`config.mk`:
```
export PLATFORM = sky130hd
export DESIGN_NAME = pcrs_core
export DESIGN_NICKNAME = d
export VERILOG_FILES = /design/src/core/pcrs_pkg.sv /design/src/core/pcrs_core.sv
export SDC_FILE = /design/constraint.sdc
export NUM_CORES = 1
export LEC_CHECK = 0
export ABC_AREA = 1
export BUFFER_PORTS_ARGS = -buffer_cell sky130_fd_sc_hd__buf_2
export CAP_MARGIN = 20
export CELL_PAD_IN_SITES_DETAIL_PLACEMENT = 0
export CELL_PAD_IN_SITES_GLOBAL_PLACEMENT = 2
export CORE_ASPECT_RATIO = 1.75
export CORE_MARGIN = 2
export CORE_UTILIZATION = 35
export CTS_BUF_LIST = sky130_fd_sc_hd__clkbuf_4 sky130_fd_sc_hd__clkbuf_8
export CTS_CLUSTER_SIZE = 24
export DETAILED_ROUTE_END_ITERATION = 10
export GPL_TIMING_DRIVEN = 0
export PLACE_DENSITY = 0.79
export SETUP_SLACK_MARGIN = 0.05
export SYNTH_ARGS = -nofsm -noshare
export SYNTH_HDL_FRONTEND = slang
export SYNTH_SLANG_ARGS = --single-unit
```
`constraint.sdc`:
```
create_clock -name clk -period 8 [get_ports clk]
set_clock_uncertainty 0.1 [all_clocks]
set_input_delay 1.6 -clock clk [delete_from_list [all_inputs] [get_ports clk]]
set_output_delay 1.6 -clock clk [all_outputs]
set_load 0.02 [all_outputs]
```
`src/core/pcrs_pkg.sv`:
```
package pcrs_pkg;
  // ==========================================================
  // Widths and sizes
  localparam int PC_W = 15;
  localparam int SP_W = 5;
  localparam int DEPTH = 16;
  localparam int IDX_W = 12;
  // ==========================================================
  // Register indexes; byte address is four times the index
  localparam logic [IDX_W-1:0] IDX_STATUS_SHD = 12'hFE4;
  localparam logic [IDX_W-1:0] IDX_ACC_SHD = 12'hFE5;
  localparam logic [IDX_W-1:0] IDX_BANK_SHD = 12'hFE6;
  localparam logic [IDX_W-1:0] IDX_PC_HIGH_LATCH_SHD = 12'hFE7;
  localparam logic [IDX_W-1:0] IDX_P0L_SHD = 12'hFE8;
  localparam logic [IDX_W-1:0] IDX_P0H_SHD = 12'hFE9;
  localparam logic [IDX_W-1:0] IDX_P1L_SHD = 12'hFEA;
  localparam logic [IDX_W-1:0] IDX_P1H_SHD = 12'hFEB;
  localparam logic [IDX_W-1:0] IDX_STACK_PTR = 12'hFED;
  localparam logic [IDX_W-1:0] IDX_TOP_LOW = 12'hFEE;
  localparam logic [IDX_W-1:0] IDX_TOP_HIGH = 12'hFEF;
  localparam logic [IDX_W-1:0] IDX_PC_LOW = 12'hF80;
  localparam logic [IDX_W-1:0] IDX_PC_LATCH = 12'hF81;
  localparam logic [IDX_W-1:0] IDX_IRQ_STATUS = 12'hF82;
  localparam logic [IDX_W-1:0] IDX_IRQ_MASK = 12'hF83;
  localparam logic [IDX_W-1:0] IDX_CONFIG = 12'hF84;
  // ==========================================================
  // Field positions and reset values
  localparam int BIT_OVF = 0;
  localparam int BIT_UNF = 1;
  localparam int BIT_FAULT_EN = 0;
  localparam logic [SP_W-1:0] SP_RESET = 5'h1F;
  localparam logic [SP_W-1:0] SP_FULL = 5'h0F;
  localparam logic [SP_W-1:0] SP_EMPTY = 5'h1F;
  localparam logic [PC_W-1:0] PC_RESET = 15'h0000;
  localparam logic [PC_W-1:0] INT_VECTOR = 15'h0004;
  // ==========================================================
  // Core operations presented by the decoder
  typedef enum logic [3:0] {
    OP_NONE, OP_STEP, OP_GOTO_CALL_ADDR, OP_CALL, OP_COMPUTED_CALL,
    OP_BRW, OP_BRA, OP_RETURN, OP_RETURN_WITH_LITERAL, OP_INTERRUPT_EXIT, OP_INT_VECTOR
  } pcrs_op_type;
endpackage

```
`src/core/pcrs_core.sv`:
```
`timescale 1ns/10ps
module pcrs_core
  import pcrs_pkg::*;
#(
  parameter logic [PC_W-1:0] VECTOR = INT_VECTOR
) (
  input wire logic clk,
  input wire logic rstn,
  input wire logic psel,
  input wire logic penable,
  input wire logic pwrite,
  input wire logic [13:0] paddr,
  input wire logic [31:0] pwdata,
  output logic [31:0] prdata,
  output logic pready,
  output logic pslverr,
  input wire logic op_valid,
  input wire pcrs_op_type op_kind,
  input wire logic [10:0] operand,
  input wire logic [7:0] acc,
  output logic [PC_W-1:0] pc,
  output logic stack_fault_reset,
  output logic irq
);

  // ==========================================================
  // State
  typedef struct packed {
    logic [PC_W-1:0] pc;
    logic [SP_W-1:0] sp;
    logic [6:0] pc_high_latch;
    logic fault_en;
    logic [1:0] flags;
    logic [1:0] mask;
    logic [31:0] prdata;
    logic pready;
    logic pslverr;
    logic fault_rst;
    logic irq;
  } pcrs_state_type;

  // Stack and shadows are not reset so that they survive resets.
  typedef struct packed {
    logic [DEPTH-1:0][PC_W-1:0] stack;
    logic [7:0][7:0] shadow;
  } pcrs_data_type;

  pcrs_state_type st_ff;
  pcrs_state_type nxt_st;
  pcrs_data_type dt_ff;
  pcrs_data_type nxt_dt;

  logic setup;
  logic wr_en;
  logic [IDX_W-1:0] idx;
  logic [PC_W-1:0] pc_inc;
  logic [PC_W-1:0] stack_top;

  assign setup = psel && !penable;
  assign wr_en = psel && penable && pwrite && st_ff.pready;
  assign idx = paddr[13:2];
  assign pc_inc = st_ff.pc + 15'h0001;
  assign stack_top = dt_ff.stack[st_ff.sp[3:0]];

  // ==========================================================
  // Next state: bus writes first, core operations override.
  always_comb begin
    logic do_push;
    logic do_pop;
    logic [PC_W-1:0] push_val;
    logic [SP_W-1:0] sp_up;
    logic [1:0] set_fl;
    logic [1:0] clr_fl;
    logic fault;
    logic [31:0] rd;
    logic hit;
    do_push = 1'b0;
    do_pop = 1'b0;
    push_val = st_ff.pc;
    set_fl = 2'b00;
    clr_fl = 2'b00;
    fault = 1'b0;
    rd = 32'h0000_0000;
    hit = 1'b1;
    nxt_st = st_ff;
    nxt_dt = dt_ff;
    nxt_st.fault_rst = 1'b0;

    // Register writes, taken in the access phase.
    if (wr_en) begin
      case (idx)
        IDX_PC_LOW: begin
          nxt_st.pc = {st_ff.pc_high_latch, pwdata[7:0]};
        end
        IDX_PC_LATCH: begin
          nxt_st.pc_high_latch = pwdata[6:0];
        end
        IDX_STACK_PTR: begin
          nxt_st.sp = pwdata[SP_W-1:0];
        end
        IDX_TOP_LOW: begin
          nxt_dt.stack[st_ff.sp[3:0]][7:0] = pwdata[7:0];
        end
        IDX_TOP_HIGH: begin
          nxt_dt.stack[st_ff.sp[3:0]][14:8] = pwdata[6:0];
        end
        IDX_IRQ_STATUS: begin
          clr_fl = pwdata[1:0];
        end
        IDX_IRQ_MASK: begin
          nxt_st.mask = pwdata[1:0];
        end
        IDX_CONFIG: begin
          nxt_st.fault_en = pwdata[BIT_FAULT_EN];
        end
        default: begin
          if (idx >= IDX_STATUS_SHD && idx <= IDX_P1H_SHD) begin
            nxt_dt.shadow[idx[2:0] - 3'h4] = pwdata[7:0];
          end
        end
      endcase
    end

    // Counter sequencing from the decoder.
    if (op_valid) begin
      case (op_kind)
        OP_STEP: begin
          nxt_st.pc = pc_inc;
        end
        OP_GOTO_CALL_ADDR: begin
          nxt_st.pc = {st_ff.pc_high_latch[6:3], operand};
        end
        OP_CALL: begin
          nxt_st.pc = {st_ff.pc_high_latch[6:3], operand};
          do_push = 1'b1;
          push_val = pc_inc;
        end
        OP_COMPUTED_CALL: begin
          nxt_st.pc = {st_ff.pc_high_latch, acc};
          do_push = 1'b1;
          push_val = pc_inc;
        end
        OP_BRW: begin
          nxt_st.pc = pc_inc + {7'h00, acc};
        end
        OP_BRA: begin
          // Sign-extend the nine-bit offset to the counter width.
          nxt_st.pc = pc_inc + {{6{operand[8]}}, operand[8:0]};
        end
        OP_RETURN, OP_RETURN_WITH_LITERAL, OP_INTERRUPT_EXIT: begin
          do_pop = 1'b1;
        end
        OP_INT_VECTOR: begin
          nxt_st.pc = VECTOR;
          do_push = 1'b1;
          push_val = st_ff.pc;
        end
        default: begin
          nxt_st.pc = nxt_st.pc;
        end
      endcase
    end

    // Stack moves; the latch is never written here.
    sp_up = st_ff.sp + 5'h01;
    if (do_push) begin
      if (st_ff.sp == SP_FULL) begin
        set_fl[BIT_OVF] = 1'b1;
        fault = st_ff.fault_en;
      end
      nxt_st.sp = sp_up;
      if (!fault) begin
        nxt_dt.stack[sp_up[3:0]] = push_val;
      end
    end
    if (do_pop) begin
      if (st_ff.sp == SP_EMPTY) begin
        set_fl[BIT_UNF] = 1'b1;
        fault = st_ff.fault_en;
      end
      nxt_st.pc = stack_top;
      nxt_st.sp = st_ff.sp - 5'h01;
    end

    // A stack fault resets the core but keeps its flags.
    if (fault) begin
      nxt_st.pc = PC_RESET;
      nxt_st.sp = SP_RESET;
      nxt_st.fault_rst = 1'b1;
    end

    // Set wins over a same-cycle clear so no event is lost.
    nxt_st.flags = (st_ff.flags & ~clr_fl) | set_fl;
    nxt_st.irq = |(nxt_st.flags & nxt_st.mask);

    // Read data is captured in the setup phase for a no-wait access.
    case (idx)
      IDX_PC_LOW: rd = {24'h000000, st_ff.pc[7:0]};
      IDX_PC_LATCH: rd = {25'h0000000, st_ff.pc_high_latch};
      IDX_STACK_PTR: rd = {27'h0000000, st_ff.sp};
      IDX_TOP_LOW: rd = {24'h000000, stack_top[7:0]};
      IDX_TOP_HIGH: rd = {25'h0000000, stack_top[14:8]};
      IDX_IRQ_STATUS: rd = {30'h00000000, st_ff.flags};
      IDX_IRQ_MASK: rd = {30'h00000000, st_ff.mask};
      IDX_CONFIG: rd = {31'h00000000, st_ff.fault_en};
      default: begin
        if (idx >= IDX_STATUS_SHD && idx <= IDX_P1H_SHD) begin
          rd = {24'h000000, dt_ff.shadow[idx[2:0] - 3'h4]};
        end else begin
          hit = 1'b0;
        end
      end
    endcase
    nxt_st.pready = setup;
    if (setup) begin
      nxt_st.prdata = pwrite ? 32'h0000_0000 : rd;
      nxt_st.pslverr = !hit;
    end else if (!psel) begin
      nxt_st.pslverr = 1'b0;
    end
  end

  // ==========================================================
  // Registers; every reset clears the counter and sets the pointer to SP_RESET.
  always_ff @(posedge clk or negedge rstn) begin
    if (!rstn) begin
      st_ff <= '{pc: PC_RESET, sp: SP_RESET, pc_high_latch: 7'h00,
                 fault_en: 1'b0, flags: 2'b00, mask: 2'b00,
                 prdata: 32'h0000_0000, pready: 1'b0,
                 pslverr: 1'b0, fault_rst: 1'b0, irq: 1'b0};
    end else begin
      st_ff <= nxt_st;
    end
  end

  // Stack and shadows keep contents across every reset.
  always_ff @(posedge clk) begin
    dt_ff <= nxt_dt;
  end

  assign pc = st_ff.pc;
  assign prdata = st_ff.prdata;
  assign pready = st_ff.pready;
  assign pslverr = st_ff.pslverr;
  assign stack_fault_reset = st_ff.fault_rst;
  assign irq = st_ff.irq;
endmodule

```
[After elaboration in Yosys (flattened, before gate mapping)]
Index checks and enable logic that the tools add are counted.
Word-level totals
  bits in registers: 372
  output and inout port bits: 51
Cells by class
  $add $sub $neg: 6
  order comparisons: 8
  equality and inequality tests: 21
  multiplexer cells: 59
  bitwise gates (word level): 5
  reduce and logical (&&, ||, !) cells: 22
Operators by type and width (number)
  $bwmux W240: 3
  $mux W240: 2
  $pmux W240 S2: 1
  $mux W304: 1
  $demux W15 S4: 3
  $mux W64: 2
  $mux W15: 7
  $eq A12 B12 Y1 const B: 8
  $pmux W15 S6: 1
  $bwmux W64: 1
  $pmux W8 S8: 1
  $bmux W15 S4: 1
  $mux W20: 2
  $mux W32: 1
  $mux W8: 4
  $mux W28: 1
  $bmux W8 S3: 1
  $demux W8 S3: 1
  $mux W1: 19
  $eq A4 B3 Y1 const B: 4
  $add A15 B1 Y15 const B: 1
  $add A15 B15 Y15: 1
  $add A15 B8 Y15: 1
  $eq A4 B4 Y1 const B: 3
  29 further kinds: 51

[Longest topological paths before layout]
  depth in word-level cells: 12
  depth in mapped cells: 24
  mapped depth without buffers: 22

[Least setup slack after synthesis]
OpenSTA, ideal clock, no wires.
  path type: input to register
  start: input port op_kind[1]
  end: register st_ff (netlist bit pc[10])
  setup time: 0.133 ns
  arrival time: 3.974 ns
  required time: 7.767 ns
  path slack: 3.793 ns
  cell stages on the path: 22
  path through: inv_2 nor2_1 nand2_1 buf_2 clkbuf_1 nand2_1 o21ai_0 ha_1 inv_1 fa_1 inv_1 nand3_1 nand2_1 nand2_1 nand2_1 a21oi_1 o21ai_2 nand2_1 a21oi_1 nor2_1 o21ai_1 a21oi_1
RTL lines
  start, declared: line pcrs_core.sv:18  | input wire pcrs_op_type op_kind,
  end signal, assigned: line pcrs_core.sv:227  | st_ff <= '{pc: PC_RESET, sp: SP_RESET, pc_high_latch: 7'h00,
  end signal, assigned: line pcrs_core.sv:232  | st_ff <= nxt_st;
  end, declared: line pcrs_core.sv:48  | pcrs_state_type st_ff;

==> summary by stage <==
Synth
The instance count of the mapped netlist is approximately 2900. The fraction of the mapped netlist area in compound gates is between 20% and 30%. Yosys mapped the design onto 63 distinct sky130hd cell types. After synthesis, flip-flops and latches occupy a little under two fifths of the total area. The proportion of synthesized flip-flops having asynchronous set or reset is 12.6%. The arithmetic-cell share of the synthesized area counting full adders, half adders and majority gates is around 1.4%.

The Yosys step of the flow raised 0 warnings. In this run, synthesis produced a sequential element count of 348. The top flip-flop cell by instance count after synthesis is dfxtp_1. The number of synthesized flops with an enable pin is 64. The simple-gate share of the synthesized area is about a fifth. The mapped netlist covers 0.0205 sq mm. Of the total synthesized cell area, the portion taken by XOR and XNOR cells is less than 1%.

A synthesized cell averages 7.12 sq um. By area, the combinational part of the netlist is dominated by compound AO/OA/AOI/OAI gates. The multiplexer share of the synthesized area is 0.262%.

Place
The detailed-placement wirelength estimate is around 100000 um. Buffers placed on the I/O ports in this run total 74. The final weighted congestion of routability-driven global placement is approximately 1.1.

Worst hold path
The path class of the lowest-slack min-delay path is reg2reg.

Die
The initial core utilization is a little over a third. The x dimension of the die is between 150 and 200 um. The die covers just over 0.06 sq mm. approximately 130 I/O pins were placed. The core region is 0.0581 sq mm. In this run the vertical extent of the chip is roughly 320 um.

Row generation in the floorplan step produced around 120 rows.

Global routing
Entering global routing, the biggest net connects between 40 and 50 pins. The first global-routing pass estimated roughly 180000 um of wire. The initial antenna violation count is 8. For this run, the total global-route usage over all layers was measured as 43.9%.

The number of global-route vias before repair was 22400. The total overflow left after global routing is 0.

Final layout
The library cell used most frequently in the layout, excluding fill and tap cells, is nand2_1. The number of nets in the layout is approximately 3200. The area added between synthesis and finish is 15.5%. Measured on the finished design, the core utilization comes to 40.7%. The ratio of cells with drive above 1 in the final layout is about an eighth. In the layout the commonest cells are nand2_1, o21ai_0, nor2_1, inv_1, a21oi_1.

Setup path
The data arrival time of the critical path is about 6 ns. The maximum cell stage delay along the critical path is roughly 0.96 ns. Among the stages of the critical path, the cell type that occurs most often is nor2_1.

The data required time of the worst path is 8.53 ns. The setup path with the least slack is of type reg2reg. STA classifies the critical path startpoint as a flip-flop. The critical path goes through inv_2, clkbuf_1, buf_8, buf_1, ha_1, inv_1, nor2_1, inv_1, nor2_1, nor2_1, a21oi_1, a221oi_1, a21oi_1. The largest individual stage delay along the critical path comes from the cell nor2_1. The endpoint type of the worst setup path is a flip-flop. In this run the worst path has a maximum fanout of 13. In this run the register-to-register setup slack is approximately 2.4 ns.

STA
The max-slew headroom at the worst pin is between 4 and 5%. The number of failing hold endpoints at the final stage came to 0. The final critical path takes up between 60% and 70% of the cycle. The worst path needs 5.58 ns of the cycle, external delays included. Setup repair after global routing left no endpoint under its margin.

The maximum achievable frequency is 179 MHz. The final count of pins violating max slew is 0. For the pin with the worst max-slew slack, the measured transition is between 1 and 1.5 ns. The final-layout setup total negative slack is 0 ns. Setup violations remaining at the end of the flow were counted as 0.

Clocking
The buffer type at the clock tree root is clkbuf_8. The number of buffers on the longest clock path is 3. The number of buffers added by the clock tree synthesis step is 56. Clock-pin slew was measured on the worst setup and hold paths at approximately 0.07 ns. The H-tree level count is 2. The TritonCTS clock tree is built. The number of hold buffers added after CTS was 0. The clock latency on the worst-skew pair is just over 0.7 ns. In this run the post-CTS setup repair buffer count came out at 0. For this design, the sink count on the clock tree is roughly 350. The post-cts sizing count is 0.

Route
For this run, design rule violations remaining after detail routing come to 0. After the first detailed-routing iteration, the DRC count stood at 3227. The aggregate routed wire length is 136000 um. The via-per-instance ratio is slightly above 6. The via count of the routed design is approximately 24000.

The first TritonRoute pass finished after 6 iterations. Once detail routing completed, the nets flagged for antenna violations numbered 0. Dividing the detail-routed wire length by the instance count gives approximately 35 um.

Pwr
The leakage power total is ~0.010 uW. VDD sags by at most approximately 0.15 mV. Power spread over the standard cell area amounts to 323 mW/mm^2.

Run
Max-cap violations in this run came to 0.

Run status
The run finished with clean final reports.
metal layers:
metal	routed length (um)	part of all wire (%)	global-route usage, %	up-vias
li1	-	-	-	10300
met1	43800	32	44.9	11300
met2	60300	45	70.8	1769
met3	12100	8.9	9.09	673
met4	19300	14	50.2	6
met5	41	0.030	0	-
cells in the mapped netlist, types with 6 or more instances:
cell type / n / area share [%]
nor3_1: 45 / 1.1
nor2_1: 301 / 5.5
o21a_1: 6 / 0.22
inv_2: 26 / 0.48
edfxtp_1: 64 / 9.4
a32o_1: 8 / 0.39
nor2_2: 17 / 0.52
dfrtp_1: 39 / 4.8
a31oi_1: 8 / 0.24
o31ai_1: 24 / 0.88
o211ai_1: 87 / 3.2
o41a_1: 10 / 0.55
clkbuf_1: 126 / 2.3
o21ai_0: 315 / 7.7
a22oi_1: 24 / 0.88
a211oi_1: 15 / 0.55
dfxtp_1: 240 / 23
buf_2: 46 / 1.1
o221ai_1: 32 / 1.4
inv_1: 251 / 4.6
o21ai_1: 52 / 1.3
ha_1: 21 / 1.3
o22ai_1: 96 / 2.9
a21oi_1: 244 / 6.0
nand2_1: 507 / 9.3
buf_1: 8 / 0.15
xor2_1: 10 / 0.43
nand3_1: 93 / 2.3
nand4_1: 12 / 0.37
a221oi_1: 27 / 1.2
buf_4: 50 / 1.8
nor2_4: 6 / 0.33
area by class of cell:
cell class | count | area [sq um]
diodes | 4 | 10.0
plain buffers | 232 | 1130
clock buffers | 91 | 1110
clock inverters | 14 | 77.6
fillers | 6235 | 34400
inverters | 283 | 1060
multi-input cells | 2038 | 10600
flip-flops and latches | 348 | 7830
well taps | 773 | 967
repair buffers | 113 | 922
logic make-up after synthesis:
kind of cell	Yosys count
simple gates	999
compound gates	978
buf+inv	515
flops	348
fa+ha+maj	22
xor+xnor	10
mux	5
other cells	1
final timing paths:
| kind | startpoint | end | depth (start not counted) |
|---|---|---|---|
| worst max register to register | st_ff[48] | dt_ff[188] | 13 |
| worst max-delay path | st_ff[48] | dt_ff[188] | 13 |
| worst min-delay path | prdata[0] | prdata[0] | 2 |
| min in group asynchronous | rstn | pc[1] | 1 |
| worst min register to register | prdata[0] | prdata[0] | 2 |
| max in group asynchronous | rstn | st_ff[49] | 2 |
critical path, delay by kind of cell (launching register included):
kind                     cells  cell delay (ns)
flip-flops                   1             0.44
buffers and inverters        6             2.46
adder cells (fa/ha/maj)      1             0.28
AO/OA/AOI/OAI                3             0.42
AND/OR/NAND/NOR              3             1.81
where the power goes:
group          switching (uW)  internal (uW)
Sequential                396           2270
Combinational            2370            914
Clock                     822            883
per-stage QoR:
step | setup slack (ns) | total power (uW) | std cells | hold slack [ns] | instance area, sq um
2_1_floorplan | 3.79 | 4190 | 2901 | 0.350 | 20600
3_3_place_gp | 2.42 | 5630 | 3748 | 0.367 | 21900
3_5_place_dp | 2.43 | 5730 | 3775 | 0.368 | 22300
4_1_cts | 2.41 | 7410 | 3880 | 0.386 | 23500
5_1_grt | 2.56 | 7840 | 3893 | 0.410 | 23700
6_report | 2.42 | 7650 | 3896 | 0.379 | 23700
Power figures use the tool's default switching activity.
